`config.mk`:
```
export PLATFORM = sky130hd
export DESIGN_NAME = cpu_opcode_addressing_unit
export DESIGN_NICKNAME = d
export VERILOG_FILES = /design/src/design/cpu_opcode_addressing_unit.v
export VERILOG_INCLUDE_DIRS = /design/src /design/src/design
export SDC_FILE = /design/constraint.sdc
export NUM_CORES = 1
export LEC_CHECK = 0
export BUFFER_PORTS_ARGS = -buffer_cell sky130_fd_sc_hd__clkbuf_2
export CAP_MARGIN = 15
export CORE_MARGIN = 1
export CORE_UTILIZATION = 30
export CTS_CLUSTER_SIZE = 28
export DETAILED_ROUTE_END_ITERATION = 8
export GPL_TIMING_DRIVEN = 0
export SYNTH_ARGS = -nofsm -noshare
export SYNTH_HDL_FRONTEND = slang
export SYNTH_SLANG_ARGS = --single-unit
```
`constraint.sdc`:
```
create_clock -name clk_sys -period 4.6 [get_ports clk_sys]
set_input_delay 0.46 -clock clk_sys [delete_from_list [all_inputs] [get_ports clk_sys]]
set_output_delay 0.46 -clock clk_sys [all_outputs]
set_load 0.01 [all_outputs]
```
`src/design/opcode_addr_map.vh`:
```
`ifndef OPCODE_ADDR_MAP_VH
`define OPCODE_ADDR_MAP_VH

// Sequencer states
`define ST_FETCH 3'h0
`define ST_CAPT 3'h1
`define ST_TREAD 3'h2
`define ST_TCAPT 3'h3
`define ST_CALC 3'h4
`define ST_DONE 3'h5

// Instruction groups
`define GRP_REGMEM 3'h0
`define GRP_RMW 3'h1
`define GRP_BRANCH 3'h2
`define GRP_BITMAN 3'h3
`define GRP_CONTROL 3'h4

// Addressing modes
`define AM_IMM 4'h0
`define AM_DIR 4'h1
`define AM_EXT 4'h2
`define AM_REL 4'h3
`define AM_IX 4'h4
`define AM_IX1 4'h5
`define AM_IX2 4'h6
`define AM_BSC 4'h7
`define AM_BTB 4'h8
`define AM_INH 4'h9

// Opcode rows (high nibble)
`define ROW_BTB 4'h0
`define ROW_BSC 4'h1
`define ROW_BRA 4'h2
`define ROW_RMW_DIR 4'h3
`define ROW_RMW_A 4'h4
`define ROW_RMW_X 4'h5
`define ROW_RMW_IX1 4'h6
`define ROW_RMW_IX 4'h7
`define ROW_CTL_0 4'h8
`define ROW_CTL_1 4'h9
`define ROW_IMM 4'ha
`define ROW_DIR 4'hb
`define ROW_EXT 4'hc
`define ROW_IX2 4'hd
`define ROW_IX1 4'he
`define ROW_IX 4'hf

// Low-nibble codes with special meaning
`define LO_TEST_NZ 4'hd
`define LO_JUMP_UNCOND 4'hc
`define LO_JUMP_SUB 4'hd
`define LO_BRANCH_SUB 4'hd

// Branch condition codes (low nibble of branch row)
`define BC_ALWAYS 4'h0
`define BC_NEVER 4'h1
`define BC_HI 4'h2
`define BC_LS 4'h3
`define BC_CC 4'h4
`define BC_CS 4'h5
`define BC_NE 4'h6
`define BC_EQ 4'h7
`define BC_HCC 4'h8
`define BC_HCS 4'h9
`define BC_PL 4'ha
`define BC_MI 4'hb
`define BC_MASK_CLR 4'hc
`define BC_MASK_SET 4'hd
`define BC_IRQ_LOW 4'he
`define BC_IRQ_HIGH 4'hf

// Instruction lengths in bytes
`define LEN_1 2'h1
`define LEN_2 2'h2
`define LEN_3 2'h3

`define PC_RESET 16'h0000
`define ZERO_PAGE 8'h00

`endif

```
`src/design/cpu_opcode_addressing_unit.v`:
```
`include "opcode_addr_map.vh"

module cpu_opcode_addressing_unit (
    input wire clk_sys,
    input wire rst_n,
    output wire [15:0] mem_addr,
    output wire mem_rd,
    input wire [7:0] mem_rdata,
    input wire [7:0] index_reg,
    input wire flag_c,
    input wire flag_z,
    input wire flag_n,
    input wire flag_h,
    input wire flag_i,
    input wire irq_line,
    input wire pc_load,
    input wire [15:0] pc_load_value,
    output wire instr_valid,
    output wire [7:0] opcode,
    output wire [2:0] instr_group,
    output wire [3:0] addr_mode,
    output wire [1:0] instr_len,
    output wire [15:0] eff_addr,
    output wire [7:0] operand,
    output wire [2:0] bit_num,
    output wire branch_taken,
    output wire bit_carry,
    output wire write_back,
    output wire uses_register,
    output wire [15:0] pc
);

    reg [2:0] state_r;
    reg [15:0] pc_r;
    reg [7:0] opcode_r;
    reg [7:0] byte1_r;
    reg [7:0] byte2_r;
    reg [1:0] idx_r;
    reg [15:0] ea_r;
    reg taken_r;
    reg test_bit_r;
    reg irq_meta_r;
    reg irq_sync_r;
    // Decode results held in flops so they stand until the next CALC
    reg [2:0] group_r;
    reg [3:0] mode_r;
    reg [1:0] len_r;
    reg wb_r;
    reg reg_use_r;

    function [3:0] mode_of;
        input [7:0] op;
        begin
            case (op[7:4])
                `ROW_BTB: mode_of = `AM_BTB;
                `ROW_BSC: mode_of = `AM_BSC;
                `ROW_BRA: mode_of = `AM_REL;
                `ROW_RMW_DIR: mode_of = `AM_DIR;
                `ROW_RMW_A: mode_of = `AM_INH;
                `ROW_RMW_X: mode_of = `AM_INH;
                `ROW_RMW_IX1: mode_of = `AM_IX1;
                `ROW_RMW_IX: mode_of = `AM_IX;
                `ROW_CTL_0: mode_of = `AM_INH;
                `ROW_CTL_1: mode_of = `AM_INH;
                `ROW_IMM: begin
                    if (op[3:0] == `LO_BRANCH_SUB)
                        mode_of = `AM_REL;
                    else
                        mode_of = `AM_IMM;
                end
                `ROW_DIR: mode_of = `AM_DIR;
                `ROW_EXT: mode_of = `AM_EXT;
                `ROW_IX2: mode_of = `AM_IX2;
                `ROW_IX1: mode_of = `AM_IX1;
                default: mode_of = `AM_IX;
            endcase
        end
    endfunction

    // Length follows from mode alone
    function [1:0] len_of;
        input [3:0] mode;
        begin
            case (mode)
                `AM_EXT: len_of = `LEN_3;
                `AM_IX2: len_of = `LEN_3;
                `AM_BTB: len_of = `LEN_3;
                `AM_IX: len_of = `LEN_1;
                `AM_INH: len_of = `LEN_1;
                `AM_REL: len_of = `LEN_2;
                `AM_BSC: len_of = `LEN_2;
                default: len_of = `LEN_2;
            endcase
        end
    endfunction

    function [2:0] group_of;
        input [7:0] op;
        begin
            case (op[7:4])
                `ROW_BTB: group_of = `GRP_BITMAN;
                `ROW_BSC: group_of = `GRP_BITMAN;
                `ROW_BRA: group_of = `GRP_BRANCH;
                `ROW_RMW_DIR: group_of = `GRP_RMW;
                `ROW_RMW_A: group_of = `GRP_RMW;
                `ROW_RMW_X: group_of = `GRP_RMW;
                `ROW_RMW_IX1: group_of = `GRP_RMW;
                `ROW_RMW_IX: group_of = `GRP_RMW;
                `ROW_CTL_0: group_of = `GRP_CONTROL;
                `ROW_CTL_1: group_of = `GRP_CONTROL;
                `ROW_IMM: begin
                    if (op[3:0] == `LO_BRANCH_SUB)
                        group_of = `GRP_BRANCH;
                    else
                        group_of = `GRP_REGMEM;
                end
                default: group_of = `GRP_REGMEM;
            endcase
        end
    endfunction

    // Branch conditions, including mask bit and interrupt pin level
    function cond_of;
        input [3:0] cc;
        input c;
        input z;
        input n;
        input h;
        input i;
        input irq;
        begin
            case (cc)
                `BC_ALWAYS: cond_of = 1'b1;
                `BC_NEVER: cond_of = 1'b0;
                `BC_HI: cond_of = ~(c | z);
                `BC_LS: cond_of = c | z;
                `BC_CC: cond_of = ~c;
                `BC_CS: cond_of = c;
                `BC_NE: cond_of = ~z;
                `BC_EQ: cond_of = z;
                `BC_HCC: cond_of = ~h;
                `BC_HCS: cond_of = h;
                `BC_PL: cond_of = ~n;
                `BC_MI: cond_of = n;
                `BC_MASK_CLR: cond_of = ~i;
                `BC_MASK_SET: cond_of = i;
                `BC_IRQ_LOW: cond_of = ~irq;
                `BC_IRQ_HIGH: cond_of = irq;
                default: cond_of = 1'b0;
            endcase
        end
    endfunction

    wire [3:0] cur_mode = mode_of(opcode_r);
    wire [1:0] cur_len = len_of(cur_mode);
    wire [2:0] cur_group = group_of(opcode_r);
    wire [3:0] lo_nib = opcode_r[3:0];

    // Test leaves its operand alone; bit set/clear must read first
    wire wb_now = ((cur_group == `GRP_RMW) &&
                   (lo_nib != `LO_TEST_NZ)) ||
                  (cur_mode == `AM_BSC);

    // Jumps take only an address, no register operand
    wire reg_use_now = (cur_group == `GRP_REGMEM) &&
                       (lo_nib != `LO_JUMP_UNCOND) &&
                       (lo_nib != `LO_JUMP_SUB);

    // Displacement is always the last instruction byte
    wire [7:0] disp = (cur_mode == `AM_BTB) ? byte2_r : byte1_r;
    wire [15:0] disp_ext = {{8{disp[7]}}, disp};
    wire [15:0] target = pc_r + disp_ext;

    // Nine-bit sum so the 8-bit offset form reaches past 255
    wire [8:0] ix1_sum = {1'b0, index_reg} + {1'b0, byte1_r};
    wire [15:0] ix2_sum = {byte1_r, byte2_r} + {8'h00, index_reg};

    reg [15:0] ea_calc;
    always @* begin
        case (cur_mode)
            `AM_IMM: ea_calc = pc_r - {14'h0000, `LEN_1};
            `AM_DIR: ea_calc = {`ZERO_PAGE, byte1_r};
            `AM_EXT: ea_calc = {byte1_r, byte2_r};
            `AM_REL: ea_calc = target;
            `AM_IX: ea_calc = {`ZERO_PAGE, index_reg};
            `AM_IX1: ea_calc = {7'h00, ix1_sum};
            `AM_IX2: ea_calc = ix2_sum;
            `AM_BSC: ea_calc = {`ZERO_PAGE, byte1_r};
            `AM_BTB: ea_calc = target;
            default: ea_calc = pc_r;
        endcase
    end

    reg cond_now;
    always @* begin
        case (cur_mode)
            `AM_REL: begin
                if (opcode_r[7:4] == `ROW_IMM)
                    cond_now = 1'b1;
                else
                    cond_now = cond_of(lo_nib, flag_c, flag_z, flag_n,
                                       flag_h, flag_i, irq_sync_r);
            end
            // Even opcodes branch on set, odd on clear
            `AM_BTB: cond_now = test_bit_r ^ opcode_r[0];
            default: cond_now = 1'b0;
        endcase
    end

    // Pin level only reaches the condition logic via second flop
    always @(posedge clk_sys or negedge rst_n) begin
        if (!rst_n) begin
            irq_meta_r <= 1'b0;
            irq_sync_r <= 1'b0;
        end else begin
            irq_meta_r <= irq_line;
            irq_sync_r <= irq_meta_r;
        end
    end

    always @(posedge clk_sys or negedge rst_n) begin
        if (!rst_n) begin
            state_r <= `ST_FETCH;
            pc_r <= `PC_RESET;
            opcode_r <= 8'h00;
            byte1_r <= 8'h00;
            byte2_r <= 8'h00;
            idx_r <= 2'h0;
            ea_r <= 16'h0000;
            taken_r <= 1'b0;
            test_bit_r <= 1'b0;
            group_r <= `GRP_REGMEM;
            mode_r <= `AM_IMM;
            len_r <= 2'h0;
            wb_r <= 1'b0;
            reg_use_r <= 1'b0;
        end else begin
            case (state_r)
                `ST_FETCH: state_r <= `ST_CAPT;
                `ST_CAPT: begin
                    // Bytes come from consecutive addresses
                    pc_r <= pc_r + 16'h0001;
                    idx_r <= idx_r + 2'h1;
                    if (idx_r == 2'h0) begin
                        opcode_r <= mem_rdata;
                        taken_r <= 1'b0;
                        if (len_of(mode_of(mem_rdata)) == `LEN_1)
                            state_r <= `ST_CALC;
                        else
                            state_r <= `ST_FETCH;
                    end else if (idx_r == 2'h1) begin
                        byte1_r <= mem_rdata;
                        if (cur_len == `LEN_2)
                            state_r <= `ST_CALC;
                        else
                            state_r <= `ST_FETCH;
                    end else begin
                        byte2_r <= mem_rdata;
                        if (cur_mode == `AM_BTB)
                            state_r <= `ST_TREAD;
                        else
                            state_r <= `ST_CALC;
                    end
                end
                `ST_TREAD: state_r <= `ST_TCAPT;
                `ST_TCAPT: begin
                    test_bit_r <= mem_rdata[opcode_r[3:1]];
                    state_r <= `ST_CALC;
                end
                `ST_CALC: begin
                    // PC already points past the whole instruction
                    ea_r <= ea_calc;
                    taken_r <= cond_now;
                    group_r <= cur_group;
                    mode_r <= cur_mode;
                    len_r <= cur_len;
                    wb_r <= wb_now;
                    reg_use_r <= reg_use_now;
                    if (cond_now)
                        pc_r <= target;
                    state_r <= `ST_DONE;
                end
                `ST_DONE: begin
                    idx_r <= 2'h0;
                    if (pc_load)
                        pc_r <= pc_load_value;
                    state_r <= `ST_FETCH;
                end
                default: state_r <= `ST_FETCH;
            endcase
        end
    end

    assign mem_rd = (state_r == `ST_FETCH) || (state_r == `ST_TREAD);
    assign mem_addr = (state_r == `ST_TREAD) ? {`ZERO_PAGE, byte1_r} : pc_r;

    assign instr_valid = (state_r == `ST_DONE);
    assign opcode = opcode_r;
    assign instr_group = group_r;
    assign addr_mode = mode_r;
    assign instr_len = len_r;
    assign eff_addr = ea_r;
    assign operand = byte1_r;
    assign bit_num = opcode_r[3:1];
    assign branch_taken = taken_r;
    assign bit_carry = test_bit_r;
    assign pc = pc_r;
    assign write_back = wb_r;
    assign uses_register = reg_use_r;

endmodule // cpu_opcode_addressing_unit

```
==> metrics.yaml, run 1 <==
run_status:
  status: "finished, final reports clean"
layout:
  design_area_sq_mm: 0.00797
  syn2layout_area_growth_pct: 19.6
  multi_input_area_sq_mm: 0.00440
  seq_area_sq_mm: 0.00190
  fin_nets: 1032
  n_fill_cell: 2325
  antennaDiodeCount: 0
  drive_gt1_share_pct: 22.3
synthesis:
  synth-seq-cells: 76
  ys.flop_type: "dfrtp_1"
  netlist.area_leader.share_pct: 28.5
  netlist_area_sq_mm: 0.00667
  syn_area_per_cell_sq_um: 8.19
  synth_top_cell_by_area: "dfrtp_1"
  synthArstFlopShare_pct: 100
  syn-num-nets: 897
  synthTopCellsByArea: "dfrtp_1, ha_1, mux2_2"
  synth_edf_count: 0
  synth_cell_type_count: 73
  seq_area_frac_synth_pct: 28.5
  synth_cells: 814
  yosysWarningCount: 0
setup_path:
  crit_path_end_kind: "register"
  critPathLaunchType: "register"
  path_common_cell: "a211oi_1"
  slowest_stage: "o31ai_1"
  r2r_slack_ps: 430
  crit_arrival_ps: 4400
  worstSetupPathType: "reg2reg"
  path_max_fanout: 10
  required_ps: 4830
  crit_chain: "clkbuf_1 > nor4_4 > clkbuf_2 > mux2_2 > ha_1 > a211oi_1 > nor2_1 > o31ai_1 > o21ai_0 > a211oi_1 > nor3_1 > a211oi_1 > nor3_1"
  critPathMaxStageDelay_ps: 540
place:
  placed_area_sq_mm: 0.00766
  io_buffer_count: 122
  dp_hpwl_um: 20700
  gp_congestion: 0.942
timing:
  period_share_pct: 90.7
  period_needed_ps: 4170
  fin_hold_ws_ps: 50.1
  max_freq_ghz: 0.240
  slew_violations: 0
  hold_viol: 0
  rsz0062_at_grt: "no"
  tns_ps: 0
  skew_ps: 12.2
  slew_headroom_pct: 39.9
  worst_pin_slew_ps: 895
  finalSetupViolations: 0
floorplan:
  boundaryPins: 123
  dieArea_sq_mm: 0.0228
  die_w_um: 151
  core_area_sq_mm: 0.0218
  die_y_um: 151
  initial_utilization_pct: 30.5
  std_cell_rows: 54
global_route:
  grt.total_usage_pct: 23.9
  grt_overflow: 0
  grt_pass1_vias: 6669
  grt_max_degree: 55
  grt_antenna_before_repair: 0
  grt_pass1_wl_um: 40300
detailed_routing:
  via_per_inst: 5.71
  vias: 7045
  antenna_left: 0
  drc_errors: 0
  drtIter0Drc: 698
  drt_first_pass_iters: 5
  wirelength_um: 26300
  wl_per_cell_um: 21.3
clock_network:
  cts_max_level: 3
  clk_latency_ps: 360
  root_buffer: "clkbuf_16"
  tritoncts: "done"
  clk_pin_slew_ps: 60
  cts_sinks: 76
  cts_setup_buffers: 0
  cts_buffers: 9
  clock_path_buffers: 2
hold_path:
  hold_class: "in2async"
job:
  drv_cap: 0
power_and_ir_drop:
  cellPowerDensity_mw_per_mm2: 937
  leakagePower_nw: 3.46
  ir_worst_vdd_v: 0.000264
area by class of cell:
| type | count | area share [%] |
|---|---|---|
| inverters | 23 | 1.08 |
| plain buffers | 60 | 3.50 |
| clock inverters | 4 | 0.597 |
| multi-input cells | 655 | 55.2 |
| flip-flops and latches | 76 | 23.9 |
| well taps | 280 | 4.40 |
| repair buffers | 124 | 8.13 |
| clock buffers | 12 | 3.22 |
layer usage:
layer	up-vias	global-route usage, %	wire length [um]
li1	3274	-	-
met1	3387	32.7	11700
met2	324	36.9	11600
met3	60	3.95	2030
met4	0	10.5	1000
met5	-	0	0
sequential cells by signal (all words and copies together) (netlist names), 3 cells and up:
register,cells
operand,8
eff_addr,16
instr_group,3
pc,16
state_r,3
byte2_r,8
addr_mode,4
opcode,8
where the power goes:
group | internal, W | switching [W] | total (W)
Sequential | 0.000994 | 0.000423 | 0.00142
Combinational | 0.00201 | 0.00330 | 0.00531
Clock | 0.000448 | 0.000296 | 0.000744
Total | 0.00345 | 0.00402 | 0.00747
Yosys cell counts, types with 5 or more instances:
cell type / instances
a21oi_2: 6
nand2_1: 89
a22o_1: 6
o221ai_1: 7
o22ai_1: 8
nor3_1: 23
or3_1: 8
nor2_1: 59
o21ai_1: 7
and2_1: 5
a221oi_1: 8
a31oi_1: 11
ha_1: 39
nand3_1: 15
mux2_2: 34
a21o_1: 12
a211oi_1: 10
xnor2_1: 22
mux2i_1: 8
clkbuf_1: 41
nor2b_1: 12
nand2b_1: 10
o21a_1: 8
nand4_1: 8
a31o_2: 6
inv_1: 23
o31ai_1: 9
a21oi_1: 69
xor2_1: 16
dfrtp_1: 76
o21ai_0: 72
buf_2: 9
worst max-delay path, delay by kind of cell (launching register included):
family                   cells  cell delay [ps]
flip-flops                   1              380
buffers and inverters        2              570
adder cells (fa/ha/maj)      1              300
AND/OR/NAND/NOR              4              620
multiplexers                 1              420
AO/OA/AOI/OAI                5             1750
what timing repair did:
| action | CTS | global route |
|---|---|---|
| hold buffers | 0 | 0 |
| endpoints found under the setup margin | 0 | 1 |
| resized for setup | 0 | 2 |
| endpoints found under the hold margin | 0 | 0 |
logic make-up after synthesis:
family | after synthesis | share of synthesized area (%)
AND/OR/NAND/NOR | 252 | 17.9
adder cells (fa/ha/maj) | 42 | 8.22
XOR/XNOR | 38 | 4.99
buffers and inverters | 83 | 5.46
AO/OA/AOI/OAI | 278 | 26.9
multiplexers | 45 | 8.02
flip-flops | 76 | 28.5
worst paths after layout:
path | to | depth (start not counted) | start
setup / recovery | eff_addr[13] | 13 | opcode[4]
max in group asynchronous | pc[11] | 2 | rst_n
hold reg to reg | irq_sync_r | 0 | irq_meta_r
hold / removal | byte2_r[6] | 1 | rst_n
min in group clk_sys | irq_meta_r | 1 | irq_line
setup reg to reg | eff_addr[13] | 13 | opcode[4]
cell usage in the layout (no fill, tap or decap), types with 11 or more instances in the layout:
cell,synthesis,final
nor3_1,23,23
clkbuf_1,41,41
nor2_1,59,59
a21oi_1,69,69
dfrtp_1,76,76
o21ai_0,72,72
a21o_1,12,12
ha_1,39,39
xnor2_1,22,22
xor2_1,16,16
a31oi_1,11,11
mux2_2,34,34
nand2_1,89,89
inv_1,23,23
nand3_1,15,15
nor2b_1,12,12
clkbuf_2,0,122
metrics by stage:
stage | util [%] | instances | setup WS, ps | total power, W
finish | 36.5 | 1234 | 428 | 0.00747
global route | 36.5 | 1234 | 187 | 0.00807
CTS | 36.5 | 1233 | 352 | 0.00741
detailed placement | 35.1 | 1217 | 362 | 0.00664
global placement | 34.9 | 1216 | 362 | 0.00660
floorplan | - | 814 | 1050 | 0.00485
Note: power is estimated with default switching activity, not from simulation.
==> run 2: changes to the inputs <==
- ABC_AREA: default -> 1
==> run 2 against run 1 <==
First-iteration DRC count rose by 9.6%. Power down 0.99%. Die area rose by 13%. Global-route usage down 1.3 points. Critical endpoint is now eff_addr[4]. Largest power group unchanged.
==> metrics.yaml, run 2 <==
clock_network:
  clk_latency_ps: 360  # about the same
  clk_pin_slew_ps: 70  # about the same
  root_buffer: "clkbuf_16"
  cts_resized: 0  # unchanged
  cts_max_level: 3  # unchanged
  clock_path_buffers: 2  # unchanged
  cts_buffers: 9  # unchanged
  holdBufCountCts: 0  # unchanged
  cts_sinks: 76  # unchanged
  tritoncts: "done"
  cts_setup_buffers: 0  # unchanged
layout:
  syn2layout_area_growth_pct: 17.5
  layout_commonest_cell: "nand2_1"
  postLayoutCoreUtil_pct: 36.3  # -0.26 points
  drive_gt1_share_pct: 14.4  # -7.9 points
  mostFrequentLayoutCells: "nand2_1, inv_1, nand3_1, clkbuf_2, o21ai_0"
  fin_nets: 1476  # +43%
  antennaDiodeCount: 0  # unchanged
setup_path:
  worstSetupPathType: "reg2reg"
  rr_worst_depth: 16  # +3
  crit_arrival_ps: 3880  # -520 ps
  critPathLaunchType: "register"
  r2r-end: "eff_addr[4]"
  path_max_fanout: 10  # unchanged
  r2r_slack_ps: 950  # +520 ps
  r2r-start: "opcode[4]"
  required_ps: 4840  # about the same
  crit_path_end_kind: "register"
floorplan:
  core_area_sq_mm: 0.0245  # +12%
  boundaryPins: 123  # unchanged
  std_cell_rows: 57  # +5.6%
  die_w_um: 161  # +6.3%
  initial_utilization_pct: 30.8  # +0.31 points
  dieArea_sq_mm: 0.0258  # +13%
  die_y_um: 161  # +6.3%
power_and_ir_drop:
  clock_power_share_pct: 9.2  # -0.8 points
  switching_power_w: 0.00429  # +6.7%
  ir_worst_vdd_v: 0.000324  # +23%
  swShare_pct: 58.0  # +4.2 points
  pwr-share-comb_pct: 72.4  # +1.3 points
  leakagePower_nw: 4.97  # +44%
  seq_power_share_pct: 18.4  # -0.6 points
  cellPowerDensity_mw_per_mm2: 834  # -11%
  p_int_w: 0.00311  # -10%
timing:
  rsz0062_at_grt: "no"
  period_needed_ps: 3650  # -523 ps
  skew_ps: 9.82  # -2.37 ps
  slew_headroom_pct: 58.5  # +19 points
  hold_viol: 0  # unchanged
  worst_pin_slew_ps: 616  # -279 ps
  period_share_pct: 79.3  # -11 points
  layout_setup_ws_ps: 951  # +523 ps
  slew_violations: 0  # unchanged
  max_freq_ghz: 0.274  # +14%
  finalSetupViolations: 0  # unchanged
  fin_hold_ws_ps: 73.9  # +23.9 ps
  tns_ps: 0  # unchanged
detailed_routing:
  drc_errors: 0  # unchanged
  wirelength_um: 28500  # +8.5%
  wl_per_cell_um: 16.6  # -22%
  drt_first_pass_iters: 7  # +2
  vias: 8620  # +22%
  via_per_inst: 5.01  # -12%
  drtIter0Drc: 765  # +9.6%
  antenna_left: 0  # unchanged
global_route:
  grt_antenna_before_repair: 0  # unchanged
  grt_pass1_wl_um: 45000  # +11%
  grt_pass1_vias: 8122  # +22%
  grt_max_degree: 50  # -9.1%
  grt.total_usage_pct: 22.6  # -1.3 points
  grt_overflow: 0  # unchanged
synthesis:
  yosysWarningCount: 0  # unchanged
  ys.flop_type: "dfrtp_1"
  synth_top_cell_by_area: "dfrtp_1"
  synth_edf_count: 0  # unchanged
  synth_cells: 1259  # +55%
  syn-num-nets: 1342  # +50%
  netlist.area_leader.share_pct: 25.2  # -3.3 points
  netlist_area_sq_mm: 0.00755  # +13%
  synthArstFlopShare_pct: 100  # unchanged
  synth-seq-cells: 76  # unchanged
  yosys.cell_count.top_type: "nand2_1"
  ys_top_cells_by_count: "nand2_1, inv_1, nand3_1"
  syn_area_per_cell_sq_um: 5.99  # -27%
  seq_area_frac_synth_pct: 25.2  # -3.3 points
  synth_cell_type_count: 38  # -48%
  synthTopCellsByArea: "dfrtp_1, nand2_1, inv_1"
place:
  dp_hpwl_um: 23300  # +13%
  gp_congestion: 0.980  # +4.0%
  pre_cts_slack_ps: 1090  # +727 ps
  io_buffer_count: 122  # unchanged
hold_path:
  hold_class: "in2async"
job:
  drv_cap: 0  # unchanged
run_status:
  status: "finished, final reports clean"
-- run 2: cell count changes in the layout (fill, tap and decap cells not counted), sizes merged, moves of 23 or more --
cell    delta
nand3    +121
nand2    +349
inv      +162
nand4     +35
nor2      +37
a21oi     -44
mux2      -34
clkbuf    -23
-- run 2: worst max-delay path by stage --
| stage | from | to | slack [ps] | cells after the start |
|---|---|---|---|---|
| 6_report | opcode[4] | eff_addr[4] | 950 | 16 |
| 5_1_grt | opcode[6] | eff_addr[4] | 800 | 17 |
| 4_1_cts | opcode[6] | eff_addr[4] | 1060 | 17 |
| 3_5_place_dp | opcode[6] | eff_addr[4] | 1090 | 17 |
| 3_3_place_gp | opcode[6] | eff_addr[4] | 1100 | 17 |
| 2_1_floorplan | opcode[6] | eff_addr[8] | 1840 | 20 |
-- run 2: worst max-delay path, stage by stage, from the launching register on --
cell and delay [ps]:
dfrtp_1 490, nor2_1 280, nand2_2 190, clkbuf_1 230
o21ai_0 330, ha_1 320, inv_1 80, fa_1 440
inv_1 130, nand3_1 80, nand2_1 150, xnor2_1 240
o21ai_0 140, nor2_1 130, nand4_1 100, nand2_1 150
nand2_1 60
-- run 2: kinds of logic (layout without fill, tap and decap cells) --
| family | Yosys count | in the layout | share of synthesized area, % |
|---|---|---|---|
| AND/OR/NAND/NOR | 744 | 744 | 42.7 |
| buffers and inverters | 232 | 371 | 12.4 |
| AO/OA/AOI/OAI | 149 | 149 | 10.5 |
| flip-flops | 76 | 76 | 25.2 |
| adder cells (fa/ha/maj) | 42 | 42 | 7.26 |
| XOR/XNOR | 16 | 16 | 1.86 |
-- run 2: layer usage --
metal,routed length [um],part of all wire [%],track usage (%)
met5,0,0,0
met4,919,3.2,9.05
met1,12700,45,29.8
met3,1550,5.4,2.84
met2,13300,47,37.3
-- run 2: final cells by class --
| class | instances | area, sq um |
|---|---|---|
| timing repair buffer | 123 | 641 |
| sequential | 76 | 1900 |
| fill | 2729 | 15600 |
| buffer | 48 | 246 |
| clock buffer | 10 | 229 |
| clock inverter | 6 | 47.5 |
| multi-input combinational | 951 | 4710 |
| inverter | 184 | 691 |
| tap | 324 | 405 |
-- run 2: power by group through the flow --
stage	Sequential [W]	Combinational [W]	Clock (W)
detailed placement	0.00137	0.00526	0
global placement	0.00137	0.00521	0
floorplan	0.00135	0.00356	0
global route	0.00140	0.00600	0.000717
CTS	0.00136	0.00529	0.000694
finish	0.00136	0.00535	0.000681
-- run 2: through the flow --
stage	total power [W]	instance area [sq um]	instances
6_report	0.00740	8870	1722
5_1_grt	0.00812	8870	1722
4_1_cts	0.00734	8870	1722
3_5_place_dp	0.00663	8590	1706
3_3_place_gp	0.00657	8560	1705
2_1_floorplan	0.00490	7550	1259
==> run 3: changes to the inputs <==
- clock period: 4.6 -> 3.5 ns (I/O delays scaled with it)
==> run 3 against run 2 <==
Critical path depth down 1. Sequential share of layout area about the same. First-iteration DRC count is 2.7% lower. Non-clock buffer count is 2 higher. Fmax increased by 7.4%. Power up 32%. Register-to-register slack got worse by 850 ps. Utilization is 0.12 points higher. Clock power increased by 32%. Critical endpoint unchanged. Largest power group unchanged.
==> metrics.yaml, run 3 (synthesis results as in run 2) <==
timing:
  rsz0062_at_grt: "no"
  finalSetupViolations: 0  # unchanged
  layout_setup_ws_ps: 102  # -850 ps
  period_share_pct: 97.1  # +18 points
  period_needed_ps: 3400  # -250 ps
  max_freq_ghz: 0.294  # +7.4%
  skew_ps: 11.2  # +1.39 ps
  slew_headroom_pct: 57.2  # -1.3 points
  worst_pin_slew_ps: 635  # +18.8 ps
  slew_violations: 0  # unchanged
  hold_viol: 0  # unchanged
power_and_ir_drop:
  cellPowerDensity_mw_per_mm2: 1100  # +32%
  leakagePower_nw: 4.98  # +0.18%
  ir_worst_vdd_v: 0.000425  # +31%
  p_total_w: 0.00977  # +32%
layout:
  drive_gt1_share_pct: 14.9  # +0.48 points
  fin_nets: 1478  # +0.14%
  layout_commonest_cell: "nand2_1"
  syn2layout_area_growth_pct: 17.9
  seq_area_sq_mm: 0.00190  # +0.13%
  multi_input_area_sq_mm: 0.00472  # +0.19%
  mostFrequentLayoutCells: "nand2_1, inv_1, nand3_1, clkbuf_2, o21ai_0"
  antennaDiodeCount: 0  # unchanged
  fin_cells: 1724  # +0.12%
  n_fill_cell: 2729  # unchanged
clock_network:
  clk_pin_slew_ps: 70  # about the same
  clk_latency_ps: 360  # about the same
  cts_sinks: 76  # unchanged
  tritoncts: "done"
  clock_path_buffers: 2  # unchanged
  cts_max_level: 3  # unchanged
  root_buffer: "clkbuf_16"
  cts_buffers: 9  # unchanged
detailed_routing:
  wirelength_um: 28600  # +0.15%
  wl_per_cell_um: 16.6  # about the same
  antenna_left: 0  # unchanged
  vias: 8578  # -0.49%
  drt_first_pass_iters: 5  # -2
  via_per_inst: 4.98  # -0.60%
  drtIter0Drc: 744  # -2.7%
  drc_errors: 0  # unchanged
setup_path:
  critPathBufInv: 3  # unchanged
  path_common_cell: "nand2_1"
  crit_arrival_ps: 3630  # -250 ps
  slowest_stage: "o21ai_0"
  crit_path_end_kind: "register"
  path_max_fanout: 8  # -2
  critPathTopFamily: "simple AND/OR/NAND/NOR gates"
  critPathLaunchType: "register"
  required_ps: 3740  # -1100 ps
  worstSetupPathType: "reg2reg"
  crit_chain: "buf_4 > nor2_4 > nand2_2 > o21ai_0 > inv_1 > fa_1 > inv_1 > nand3_1 > nand2_1 > xnor2_1 > o21ai_0 > nor2_1 > nand4_1 > nand2_1 > nand2_1"
  critPathMaxStageDelay_ps: 550  # +60 ps
global_route:
  grt_max_degree: 50  # unchanged
  grt.total_usage_pct: 22.6  # about the same
  grt_overflow: 0  # unchanged
  grt_antenna_before_repair: 0  # unchanged
  grt_pass1_wl_um: 45000  # about the same
  grt_pass1_vias: 8128  # +0.074%
floorplan:
  initial_utilization_pct: 30.8  # unchanged
  dieArea_sq_mm: 0.0258  # unchanged
  die_y_um: 161  # unchanged
  std_cell_rows: 57  # unchanged
  boundaryPins: 123  # unchanged
  core_area_sq_mm: 0.0245  # unchanged
  die_w_um: 161  # unchanged
place:
  io_buffer_count: 122  # unchanged
  gp_congestion: 0.980  # unchanged
  dp_hpwl_um: 23300  # unchanged
  dp_cells: 1706  # unchanged
  pre_cts_slack_ps: -10.1  # -1100 ps
job:
  drv_cap: 0  # unchanged
hold_path:
  hold_class: "in2reg"
run_status:
  status: "finished, final reports clean"
-- run 3: power by group --
| group | switching [W] | internal [W] |
|---|---|---|
| clock network | 0.000412 | 0.000485 |
| registers | 0.000507 | 0.00129 |
| logic | 0.00474 | 0.00233 |
| total | 0.00566 | 0.00411 |
-- run 3: stage by stage --
step / area (sq um) / setup TNS, ps / util [%] / hold WS (ps)
after CTS: 8880 / 0 / 36.3 / 95.5
final: 8900 / 0 / 36.4 / 102
after global routing: 8900 / 0 / 36.4 / 96.0
after detailed placement: 8590 / -10.1 / 35.1 / 338
after global placement: 8560 / -0.610 / 35.0 / 334
after floorplan: 7550 / 0 / - / 54.4
-- run 3: repair_timing --
item / CTS / global route
pin swaps: 0 / 1
hold buffers: 1 / 0
hold endpoints to repair: 27 / 0
endpoints found under the setup margin: 2 / 12
setup buffers: 0 / 1
resized for setup: 1 / 8
-- run 3: per-layer routing --
layer	vias up	global-route usage, %	share of wire [%]
met5	-	0	0
met4	0	9.05	3.3
met3	50	2.84	5.5
met2	291	37.3	47
met1	3926	29.8	45
li1	4311	-	-
-- run 3: worst paths after layout --
kind | start | slack [ps] | depth (start not counted) | endpoint
min in group asynchronous | rst_n | 500 | 2 | opcode[6]
max | opcode[6] | 100 | 15 | eff_addr[4]
max in group asynchronous | rst_n | 2410 | 3 | pc[5]
max reg2reg | opcode[6] | 100 | 15 | eff_addr[4]
min | irq_line | 100 | 1 | irq_meta_r
min reg2reg | irq_meta_r | 360 | 0 | irq_sync_r
-- run 3: final cells by class --
type                    instances  share of cell area [%]
inverters                     184                    7.76
multi-input cells             951                    53.0
plain buffers                  48                    2.78
repair buffers                125                    7.40
well taps                     324                    4.56
clock inverters                 6                   0.534
flip-flops and latches         76                    21.4
clock buffers                  10                    2.57
